**config.mk**
```make
export PLATFORM = sky130hd
export DESIGN_NAME = slnsp_top
export DESIGN_NICKNAME = d
export VERILOG_FILES = /design/src/inc/slnsp_pkg.sv /design/src/inc/slnsp_if.sv /design/src/core/slnsp_chk.sv /design/src/core/slnsp_near.sv /design/src/core/slnsp_top.sv
export SDC_FILE = /design/constraint.sdc
export NUM_CORES = 1
export LEC_CHECK = 0
export BUFFER_PORTS_ARGS = -buffer_cell sky130_fd_sc_hd__buf_2
export CORE_AREA = 10 10 118 226
export DETAILED_ROUTE_END_ITERATION = 16
export DIE_AREA = 0 0 128 236
export GPL_TIMING_DRIVEN = 0
export PLACE_DENSITY = 0.64
export SYNTH_ARGS = -nofsm -noshare
export SYNTH_HDL_FRONTEND = slang
export SYNTH_SLANG_ARGS = --single-unit
```
**constraint.sdc**
```tcl
create_clock -name pclk -period 2.5 [get_ports pclk]
set_clock_uncertainty 0.1 [all_clocks]
set_input_delay 0.25 -clock pclk [delete_from_list [all_inputs] [get_ports pclk]]
set_output_delay 0.25 -clock pclk [all_outputs]
set_load 0.02 [all_outputs]
```
**src/inc/slnsp_pkg.sv**
```systemverilog
package slnsp_pkg;
	// register indices; byte address is four times the index
	localparam logic [7:0] SLNSP_IDX_SP = 8'h1E;
	localparam logic [7:0] SLNSP_IDX_LIM = 8'h20;
	localparam logic [7:0] SLNSP_IDX_STAT = 8'h30;
	localparam logic [7:0] SLNSP_IDX_CLR = 8'h31;
	localparam logic [7:0] SLNSP_IDX_EN = 8'h32;
	localparam logic [15:0] SLNSP_SP_RST = 16'h0800;
	localparam logic [15:0] SLNSP_LIM_RST = 16'h0000;
	localparam logic [15:0] SLNSP_UNF_FLOOR = 16'h0800;
	localparam logic [15:0] SLNSP_NEAR_TOP = 16'h1FFF;
	localparam logic [15:0] SLNSP_NEAR_MASK = 16'h1FFF;
	localparam logic [15:0] SLNSP_WORD_STEP = 16'h0002;
	localparam logic [15:0] SLNSP_ALIGN_MASK = 16'hFFFE;
	localparam logic [7:0] SLNSP_CALL_MSB = 8'h00;
	localparam logic [2:0] SLNSP_STAT_RST = 3'h0;
	localparam int SLNSP_ST_OVF = 0;
	localparam int SLNSP_ST_UNF = 1;
	localparam int SLNSP_ST_ADR = 2;
	localparam int SLNSP_ST_W = 3;

	typedef enum logic [1:0] {OP_PUSH, OP_POP, OP_CALL, OP_EXC} slnsp_op_t;

	function automatic logic [11:0] slnsp_byte_addr(input logic [7:0] idx);
		return {2'h0, idx, 2'h0};
	endfunction : slnsp_byte_addr

	function automatic logic [15:0] slnsp_upper_word(input logic [7:0] msb,
		input logic [7:0] pc_hi);
		return {msb, pc_hi};
	endfunction : slnsp_upper_word
endpackage : slnsp_pkg
```
**src/inc/slnsp_if.sv**
```systemverilog
`timescale 1ns/1ps
`default_nettype none
interface slnsp_chk_if;
	logic valid;
	logic [15:0] addr;
	logic word;
	logic sp_use;
	logic [15:0] limit;
	logic ovf;
	logic unf;
	logic mis;
	modport src(output valid, addr, word, sp_use, limit,
		input ovf, unf, mis);
	modport chk(input valid, addr, word, sp_use, limit,
		output ovf, unf, mis);
endinterface : slnsp_chk_if

interface slnsp_near_if;
	logic valid;
	logic move;
	logic [15:0] field;
	logic [15:0] addr;
	logic addr_valid;
	logic near;
	modport src(output valid, move, field, input addr, addr_valid, near);
	modport dec(input valid, move, field, output addr, addr_valid, near);
endinterface : slnsp_near_if
`default_nettype wire

```
**src/core/slnsp_chk.sv**
```systemverilog
`timescale 1ns/1ps
`default_nettype none
module slnsp_chk
	import slnsp_pkg::*;
(
	slnsp_chk_if.chk c // address to check and verdicts
);
	always_comb
	begin
		c.ovf = c.valid & c.sp_use & (c.addr > c.limit);
		c.unf = c.valid & c.sp_use & (c.addr < SLNSP_UNF_FLOOR);
		c.mis = c.valid & c.word & c.addr[0];
	end
endmodule : slnsp_chk
`default_nettype wire

```
**src/core/slnsp_near.sv**
```systemverilog
`timescale 1ns/1ps
`default_nettype none
module slnsp_near
	import slnsp_pkg::*;
(
	input wire logic pclk, // core clock
	input wire logic presetn, // async reset, active low
	slnsp_near_if.dec n // direct address request and result
);
	logic [15:0] addr_reg, addr_next;
	logic valid_reg, valid_next;
	logic near_reg, near_next;

	always_comb
	begin
		valid_next = n.valid;
		addr_next = addr_reg;
		near_next = near_reg;
		if (n.valid)
		begin
			// move reaches all of X space, others only the near region
			if (n.move)
				addr_next = n.field;
			else
				addr_next = n.field & SLNSP_NEAR_MASK;
			near_next = (addr_next <= SLNSP_NEAR_TOP);
		end
	end

	always_ff @(posedge pclk or negedge presetn)
	begin
		if (!presetn)
		begin
			addr_reg <= 16'h0000;
			valid_reg <= 1'b0;
			near_reg <= 1'b0;
		end
		else
		begin
			addr_reg <= addr_next;
			valid_reg <= valid_next;
			near_reg <= near_next;
		end
	end

	assign n.addr = addr_reg;
	assign n.addr_valid = valid_reg;
	assign n.near = near_reg;

	AST_NEAR_DIRECT: assert property (@(posedge pclk) disable iff (!presetn)
		n.valid && !n.move |=> n.addr <= SLNSP_NEAR_TOP && n.near)
		else $error("non-move direct address left the near region");
	AST_MOVE_FULL: assert property (@(posedge pclk) disable iff (!presetn)
		n.valid && n.move |=> n.addr == $past(n.field))
		else $error("move direct address not passed in full");
endmodule : slnsp_near
`default_nettype wire

```
**src/core/slnsp_top.sv**
```systemverilog
`timescale 1ns/1ps
`default_nettype none
module slnsp_top
	import slnsp_pkg::*;
(
	input wire logic pclk, // core clock
	input wire logic presetn, // async reset, active low
	input wire logic psel, // apb select
	input wire logic penable, // apb enable
	input wire logic pwrite, // apb direction
	input wire logic [11:0] paddr, // apb byte address
	input wire logic [31:0] pwdata, // apb write data
	output logic [31:0] prdata, // apb read data
	output logic pready, // apb ready
	output logic pslverr, // apb error, unmapped address
	input wire logic op_valid, // stack operation request
	input wire slnsp_op_t op_kind, // push, pop, call, exception
	input wire logic [15:0] op_wdata, // data word to push
	input wire logic [23:0] op_pc, // program counter to push
	input wire logic [7:0] status_low_byte, // status byte for exceptions
	output logic op_ready, // request can be taken
	output logic mem_valid, // stack memory access
	output logic mem_write, // access is a write
	output logic [15:0] mem_addr, // stack memory address
	output logic [15:0] mem_wdata, // stack memory write data
	input wire logic ea_valid, // other effective address valid
	input wire logic [15:0] ea_addr, // effective address
	input wire logic ea_word, // word sized access
	input wire logic ea_write, // access is a write
	input wire logic ea_sp, // address formed from stack pointer
	output logic ea_write_ok, // write may proceed
	input wire logic dir_valid, // direct address request
	input wire logic dir_move, // request from move instruction
	input wire logic [15:0] dir_field, // address field of instruction
	output logic [15:0] dir_addr, // decoded direct address
	output logic dir_addr_valid, // decoded address valid
	output logic dir_near, // address lies in near space
	output logic stack_err, // stack error trap request
	output logic addr_err, // address error trap request
	output logic irq // level interrupt
);
	localparam logic [11:0] A_SP = slnsp_byte_addr(SLNSP_IDX_SP);
	localparam logic [11:0] A_LIM = slnsp_byte_addr(SLNSP_IDX_LIM);
	localparam logic [11:0] A_STAT = slnsp_byte_addr(SLNSP_IDX_STAT);
	localparam logic [11:0] A_CLR = slnsp_byte_addr(SLNSP_IDX_CLR);
	localparam logic [11:0] A_EN = slnsp_byte_addr(SLNSP_IDX_EN);

	typedef enum logic {S_IDLE, S_UPPER} slnsp_state_t;

	slnsp_state_t state_reg, state_next;
	logic [15:0] sp_reg, sp_next;
	logic [15:0] lim_reg, lim_next;
	logic [15:0] upper_reg, upper_next;
	logic mem_valid_reg, mem_valid_next;
	logic mem_write_reg, mem_write_next;
	logic [15:0] mem_addr_reg, mem_addr_next;
	logic [15:0] mem_wdata_reg, mem_wdata_next;
	logic [2:0] stat_reg, stat_next;
	logic [2:0] en_reg, en_next;
	logic [31:0] prdata_reg, prdata_next;
	logic pslverr_reg, pslverr_next;
	logic apb_setup;
	logic apb_wr;
	logic [2:0] events;

	slnsp_chk_if stk_c();
	slnsp_chk_if ea_c();
	slnsp_near_if near_c();

	slnsp_chk u_stk_chk (
		.c(stk_c)
	);
	slnsp_chk u_ea_chk (
		.c(ea_c)
	);
	slnsp_near u_near (
		.pclk(pclk),
		.presetn(presetn),
		.n(near_c)
	);

	assign stk_c.valid = mem_valid_reg;
	assign stk_c.addr = mem_addr_reg;
	assign stk_c.word = 1'b1;
	assign stk_c.sp_use = 1'b1;
	assign stk_c.limit = lim_reg;
	assign ea_c.valid = ea_valid;
	assign ea_c.addr = ea_addr;
	assign ea_c.word = ea_word;
	assign ea_c.sp_use = ea_sp;
	assign ea_c.limit = lim_reg;
	assign near_c.valid = dir_valid;
	assign near_c.move = dir_move;
	assign near_c.field = dir_field;
	assign dir_addr = near_c.addr;
	assign dir_addr_valid = near_c.addr_valid;
	assign dir_near = near_c.near;

	// traps raised in the cycle the address is presented
	assign stack_err = stk_c.ovf | stk_c.unf | ea_c.ovf | ea_c.unf;
	assign addr_err = stk_c.mis | ea_c.mis;
	assign ea_write_ok = ea_valid & ea_write & ~ea_c.mis;

	assign apb_setup = psel & ~penable;
	assign apb_wr = psel & penable & pwrite;

	// stack sequencer
	always_comb
	begin
		state_next = state_reg;
		sp_next = sp_reg;
		upper_next = upper_reg;
		mem_valid_next = 1'b0;
		mem_write_next = 1'b0;
		mem_addr_next = mem_addr_reg;
		mem_wdata_next = mem_wdata_reg;
		case (state_reg)
			S_IDLE:
			begin
				if (op_valid)
				begin
					mem_valid_next = 1'b1;
					case (op_kind)
						OP_POP:
						begin
							sp_next = sp_reg - SLNSP_WORD_STEP;
							mem_addr_next = sp_next;
						end
						OP_PUSH:
						begin
							mem_write_next = 1'b1;
							mem_addr_next = sp_reg;
							mem_wdata_next = op_wdata;
							sp_next = sp_reg + SLNSP_WORD_STEP;
						end
						default:
						begin
							mem_write_next = 1'b1;
							mem_addr_next = sp_reg;
							mem_wdata_next = op_pc[15:0];
							sp_next = sp_reg + SLNSP_WORD_STEP;
							if (op_kind == OP_EXC)
								upper_next = slnsp_upper_word(status_low_byte,
									op_pc[23:16]);
							else
								upper_next = slnsp_upper_word(SLNSP_CALL_MSB,
									op_pc[23:16]);
							state_next = S_UPPER;
						end
					endcase
				end
				else if (apb_wr && paddr == A_SP)
					sp_next = pwdata[15:0] & SLNSP_ALIGN_MASK;
			end
			S_UPPER:
			begin
				mem_valid_next = 1'b1;
				mem_write_next = 1'b1;
				mem_addr_next = sp_reg;
				mem_wdata_next = upper_reg;
				sp_next = sp_reg + SLNSP_WORD_STEP;
				state_next = S_IDLE;
			end
			default:
				state_next = S_IDLE;
		endcase
	end

	always_ff @(posedge pclk or negedge presetn)
	begin
		if (!presetn)
		begin
			state_reg <= S_IDLE;
			sp_reg <= SLNSP_SP_RST;
			upper_reg <= 16'h0000;
			mem_valid_reg <= 1'b0;
			mem_write_reg <= 1'b0;
			mem_addr_reg <= 16'h0000;
			mem_wdata_reg <= 16'h0000;
		end
		else
		begin
			state_reg <= state_next;
			sp_reg <= sp_next;
			upper_reg <= upper_next;
			mem_valid_reg <= mem_valid_next;
			mem_write_reg <= mem_write_next;
			mem_addr_reg <= mem_addr_next;
			mem_wdata_reg <= mem_wdata_next;
		end
	end

	assign op_ready = (state_reg == S_IDLE);
	assign mem_valid = mem_valid_reg;
	assign mem_write = mem_write_reg;
	assign mem_addr = mem_addr_reg;
	assign mem_wdata = mem_wdata_reg;

	// registers, interrupt status and apb read path
	always_comb
	begin
		lim_next = lim_reg;
		en_next = en_reg;
		events = 3'h0;
		events[SLNSP_ST_OVF] = stk_c.ovf | ea_c.ovf;
		events[SLNSP_ST_UNF] = stk_c.unf | ea_c.unf;
		events[SLNSP_ST_ADR] = addr_err;
		stat_next = stat_reg;
		prdata_next = prdata_reg;
		pslverr_next = pslverr_reg;
		// limit write lands at the access edge; no extra forwarding
		if (apb_wr && paddr == A_LIM)
			lim_next = pwdata[15:0] & SLNSP_ALIGN_MASK;
		if (apb_wr && paddr == A_EN)
			en_next = pwdata[SLNSP_ST_W-1:0];
		if (apb_wr && paddr == A_CLR)
			stat_next = stat_reg & ~pwdata[SLNSP_ST_W-1:0];
		stat_next = stat_next | events;
		if (apb_setup)
		begin
			prdata_next = 32'h0000_0000;
			pslverr_next = 1'b0;
			case (paddr)
				A_SP: prdata_next[15:0] = sp_reg;
				A_LIM: prdata_next[15:0] = lim_reg;
				A_STAT: prdata_next[SLNSP_ST_W-1:0] = stat_reg;
				A_EN: prdata_next[SLNSP_ST_W-1:0] = en_reg;
				A_CLR: prdata_next = 32'h0000_0000;
				default: pslverr_next = 1'b1;
			endcase
		end
	end

	always_ff @(posedge pclk or negedge presetn)
	begin
		if (!presetn)
		begin
			lim_reg <= SLNSP_LIM_RST;
			en_reg <= SLNSP_STAT_RST;
			stat_reg <= SLNSP_STAT_RST;
			prdata_reg <= 32'h0000_0000;
			pslverr_reg <= 1'b0;
		end
		else
		begin
			lim_reg <= lim_next;
			en_reg <= en_next;
			stat_reg <= stat_next;
			prdata_reg <= prdata_next;
			pslverr_reg <= pslverr_next;
		end
	end

	assign prdata = prdata_reg;
	assign pslverr = pslverr_reg & psel & penable;
	assign pready = 1'b1;
	assign irq = |(stat_reg & en_reg);

	AST_PUSH_POST_INC: assert property (@(posedge pclk) disable iff (!presetn)
		op_valid && op_ready && op_kind == OP_PUSH |=>
		mem_write && mem_addr == $past(sp_reg) &&
		sp_reg == $past(sp_reg) + SLNSP_WORD_STEP)
		else $error("push did not write then increment");
	AST_POP_PRE_DEC: assert property (@(posedge pclk) disable iff (!presetn)
		op_valid && op_ready && op_kind == OP_POP |=>
		!mem_write && mem_addr == sp_reg &&
		sp_reg == $past(sp_reg) - SLNSP_WORD_STEP)
		else $error("pop did not decrement then read");
	AST_CALL_UPPER: assert property (@(posedge pclk) disable iff (!presetn)
		op_valid && op_ready && op_kind == OP_CALL |=>
		##1 mem_write && mem_wdata[15:8] == SLNSP_CALL_MSB)
		else $error("call upper word byte not cleared");
	AST_EXC_UPPER: assert property (@(posedge pclk) disable iff (!presetn)
		op_valid && op_ready && op_kind == OP_EXC |=>
		##1 mem_wdata[15:8] == $past(status_low_byte, 2))
		else $error("exception upper byte not status");
	AST_SP_EVEN: assert property (@(posedge pclk) disable iff (!presetn)
		!sp_reg[0] && !lim_reg[0])
		else $error("stack pointer or limit not word aligned");
	AST_AT_LIMIT: assert property (@(posedge pclk) disable iff (!presetn)
		mem_valid && mem_write && mem_addr == lim_reg &&
		mem_addr >= SLNSP_UNF_FLOOR |-> !(stk_c.ovf || stk_c.unf))
		else $error("push at the limit trapped");
	AST_BEYOND: assert property (@(posedge pclk) disable iff (!presetn)
		mem_valid && mem_addr > lim_reg |-> stack_err ##1
		stat_reg[SLNSP_ST_OVF])
		else $error("stack overflow not flagged");
	AST_UNDERFLOW: assert property (@(posedge pclk) disable iff (!presetn)
		ea_valid && ea_sp && ea_addr < SLNSP_UNF_FLOOR |-> stack_err)
		else $error("stack underflow not flagged");
	AST_MIS_WRITE: assert property (@(posedge pclk) disable iff (!presetn)
		ea_valid && ea_word && ea_addr[0] |-> addr_err && !ea_write_ok)
		else $error("misaligned write not suppressed");
endmodule : slnsp_top
`default_nettype wire

```
==> qor.yml <==
dr.first_iter.drc_count: 322
post-place-ws_ns: -0.3430
drc: 0
r2r_start: "sp_reg[6]"
port_buffers: 194
grt_max_degree: 79
path_class: "reg -> out"
ctsRootBufferMaster: "clkbuf_16"
fin_ws_ns: -0.1118
met2_length_mm: 14.31
die_area_um2: 30210
pwr-share-clk_pct: 38.3
numPlacedInstances: 1250
rsz0062_at_grt: "true"
synth_common_cells: "138 x nand2_1, 120 x dfrtp_1, 93 x o21ai_0, 53 x a21oi_1, 40 x clkbuf_1"
violations: "setup timing"
rows: 79
synth_edf_count: 0
ir_worst_vdd_uv: 403.5
clock_sinks: 121
setup-violations-final: 1
intPower_mw: 4.313
routabilityCongestion: 0.9079
core_um2: 23130
synth_most_common_cell: "nand2_1"
drtPass1Iterations: 5
synth_top_area_cell: "dfrtp_1"
cp-endpoint: "stack_err"
crit_path_cell_trace: "inv_1 > ha_1 > nand3_2 > nor3_4 > o22ai_1 > a221o_1 > nand3b_1 > buf_6"
crit_start: "ea_c.limit[8]"
max_stage_delay_ns: 0.39
cp_max_fo: 3
syn_area_per_cell_um2: 8.982
crit_family: "compound AO/OA/AOI/OAI gates"
status: "finished with violations"
power_density_nw_per_um2: 662.3
hold_path_startpoint: "pwdata[14]"
pwr-share-comb_pct: 24.3
cts-htree-levels: 4
synthCells: 756
instances_no_fill: 1344
syn_area_um2: 6790
dpl.hpwl_mm: 19.96
power.leakage_nw: 4.461
power.total_mw: 6.387
clk_pin_slew_worst_paths_ns: 0.06
cts_buffers: 17
ioPinCount: 229
swShare_pct: 32.47
fmax_mhz: 382.9
crit_slowest_cell: "a221o_1"
synthArstFlopShare_pct: 100.0
tritoncts: "done"
nNetsFinal: 1218
tns_ns: -0.1118
die_w_um: 128
synth-seq-cells: 121
met1_length_mm: 8.925
ys.flop_type: "dfrtp_1"
wl_met3_mm: 1.364
worst_pin_slew_ns: 0.9933
p_switching_mw: 2.074
clock_latency_ns: 0.43
yosys-top-cells-area: "dfrtp_1 44%, nand2_1 7.6%, o21ai_0 6.9%"
ant_nets: 0
hold_viol: 0
clockBufferDepth: 2
arrival_ns: 2.26
ys_warn_count: 0
worst_r2r_path_depth: 7
final_max_slew_viol_count: 0
area_delta_synth_final_pct: 42.03
start_util_pct: 29.36
antenna_found_initial: 1
p_seq_share_pct: 37.4
wl_per_cell_um: 19.18
relSlewSlack_pct: 32.85
fp.dieH_um: 236
synth_cell_types: 70
highest_layer: "met4"
drv_cap: 0
fill_cells: 2327
crit_required_ns: 2.15
r2r_end: "sp_reg[13]"
layout-drive-gt1-share_pct: 32.74
wl_mm: 25.78
overflow: 0
start_kind: "flop"
vias: 6796
grt_use_total_pct: 16.84
r2r_setup_slack_ns: 0.05
path_depth: 8
yosys.area.top_type_share_pct: 44.22
path_buf_inv: 2
cp-end-kind: "primary output"
period_share_pct: 104.5
min_period_ns: 2.612
seq_area_frac_synth_pct: 44.61
grt_pass1_wl_mm: 40.19
grt_pass1_vias: 7258
vias_per_cell: 5.057
min_path_type: "in -> reg"
final cells by class:
| cell class | count | area [um2] | area share (%) |
|---|---|---|---|
| well taps | 283 | 354.1 | 3.672 |
| multi-input cells | 559 | 3617 | 37.51 |
| diodes | 1 | 2.502 | 0.02595 |
| flip-flops and latches | 121 | 3037 | 31.49 |
| repair buffers | 261 | 1629 | 16.89 |
| clock inverters | 11 | 122.6 | 1.271 |
| inverters | 28 | 105.1 | 1.090 |
| clock buffers | 20 | 456.7 | 4.735 |
| plain buffers | 60 | 320.3 | 3.321 |
through the flow:
stage          utilization, %  hold slack [ns]  instance area, um2
6_report                41.70          0.01043                9644
5_1_grt                 41.70          0.03621                9644
4_1_cts                 41.14         0.002849                9515
3_5_place_dp            35.49           0.1027                8209
3_3_place_gp            35.35           0.3082                8175
2_1_floorplan               -          -0.1456                6850
cell families (layout without fill, tap and decap cells):
logic type               count (synthesis)  after routing  share of synthesized area, %
flip-flops                             121            121                         44.61
other                                    2             19                        0.1106
multiplexers                            19             19                         3.114
buffers and inverters                   92            380                         6.394
AO/OA/AOI/OAI                          226            226                         20.03
adder cells (fa/ha/maj)                 32             32                         5.896
AND/OR/NAND/NOR                        252            252                         18.30
XOR/XNOR                                12             12                         1.548
power groups by stage:
stage	Clock [mW]	Sequential (mW)	Combinational, mW
2_1_floorplan	0	2.50	0.726
3_3_place_gp	0	2.37	1.41
3_5_place_dp	0	2.37	1.44
4_1_cts	2.48	2.36	1.52
5_1_grt	2.56	2.42	1.70
6_report	2.44	2.39	1.55
worst register-to-register path, delay by kind of cell (launching register included):
family,cells,cell delay (ns)
buffers and inverters,2,0.29
multiplexers,1,0.22
flip-flops,1,0.37
AND/OR/NAND/NOR,3,1.12
AO/OA/AOI/OAI,1,0.23
what timing repair did:
action,4_1_cts,5_1_grt
setup endpoints to repair,33,31
hold endpoints to repair,93,0
pin swaps,9,5
hold buffers,49,0
cloned,0,0
gates resized for setup,37,21
setup buffers,7,10
per-layer routing:
layer / GRT usage (%) / vias to the layer above
met3: 3.639 / 63
met5: 0 / -
li1: - / 3247
met1: 16.32 / 3218
met2: 31.65 / 268
met4: 9.013 / 0
placed cells by master, fill, tap and decap left out, types with 18 or more instances in the layout:
cell	n
a21oi_1	51
buf_2	195
buf_4	36
clkbuf_1	33
conb_1	18
dfrtp_1	114
dlygate4sd3_1	49
ha_1	21
inv_1	18
nand2_1	137
nor2_1	26
o21ai_0	90
worst min path at each step:
stage	end	slack (ns)	cells after the start
after floorplan	ea_c.limit[10]	-0.15	0
after global placement	u_near.n.addr_valid	0.31	1
after detailed placement	prdata[12]	0.10	1
after CTS	ea_c.limit[14]	0.003	3
after global routing	u_near.n.addr[13]	0.04	3
final	ea_c.limit[14]	0.01	3
(Power assumes the default switching activity.)
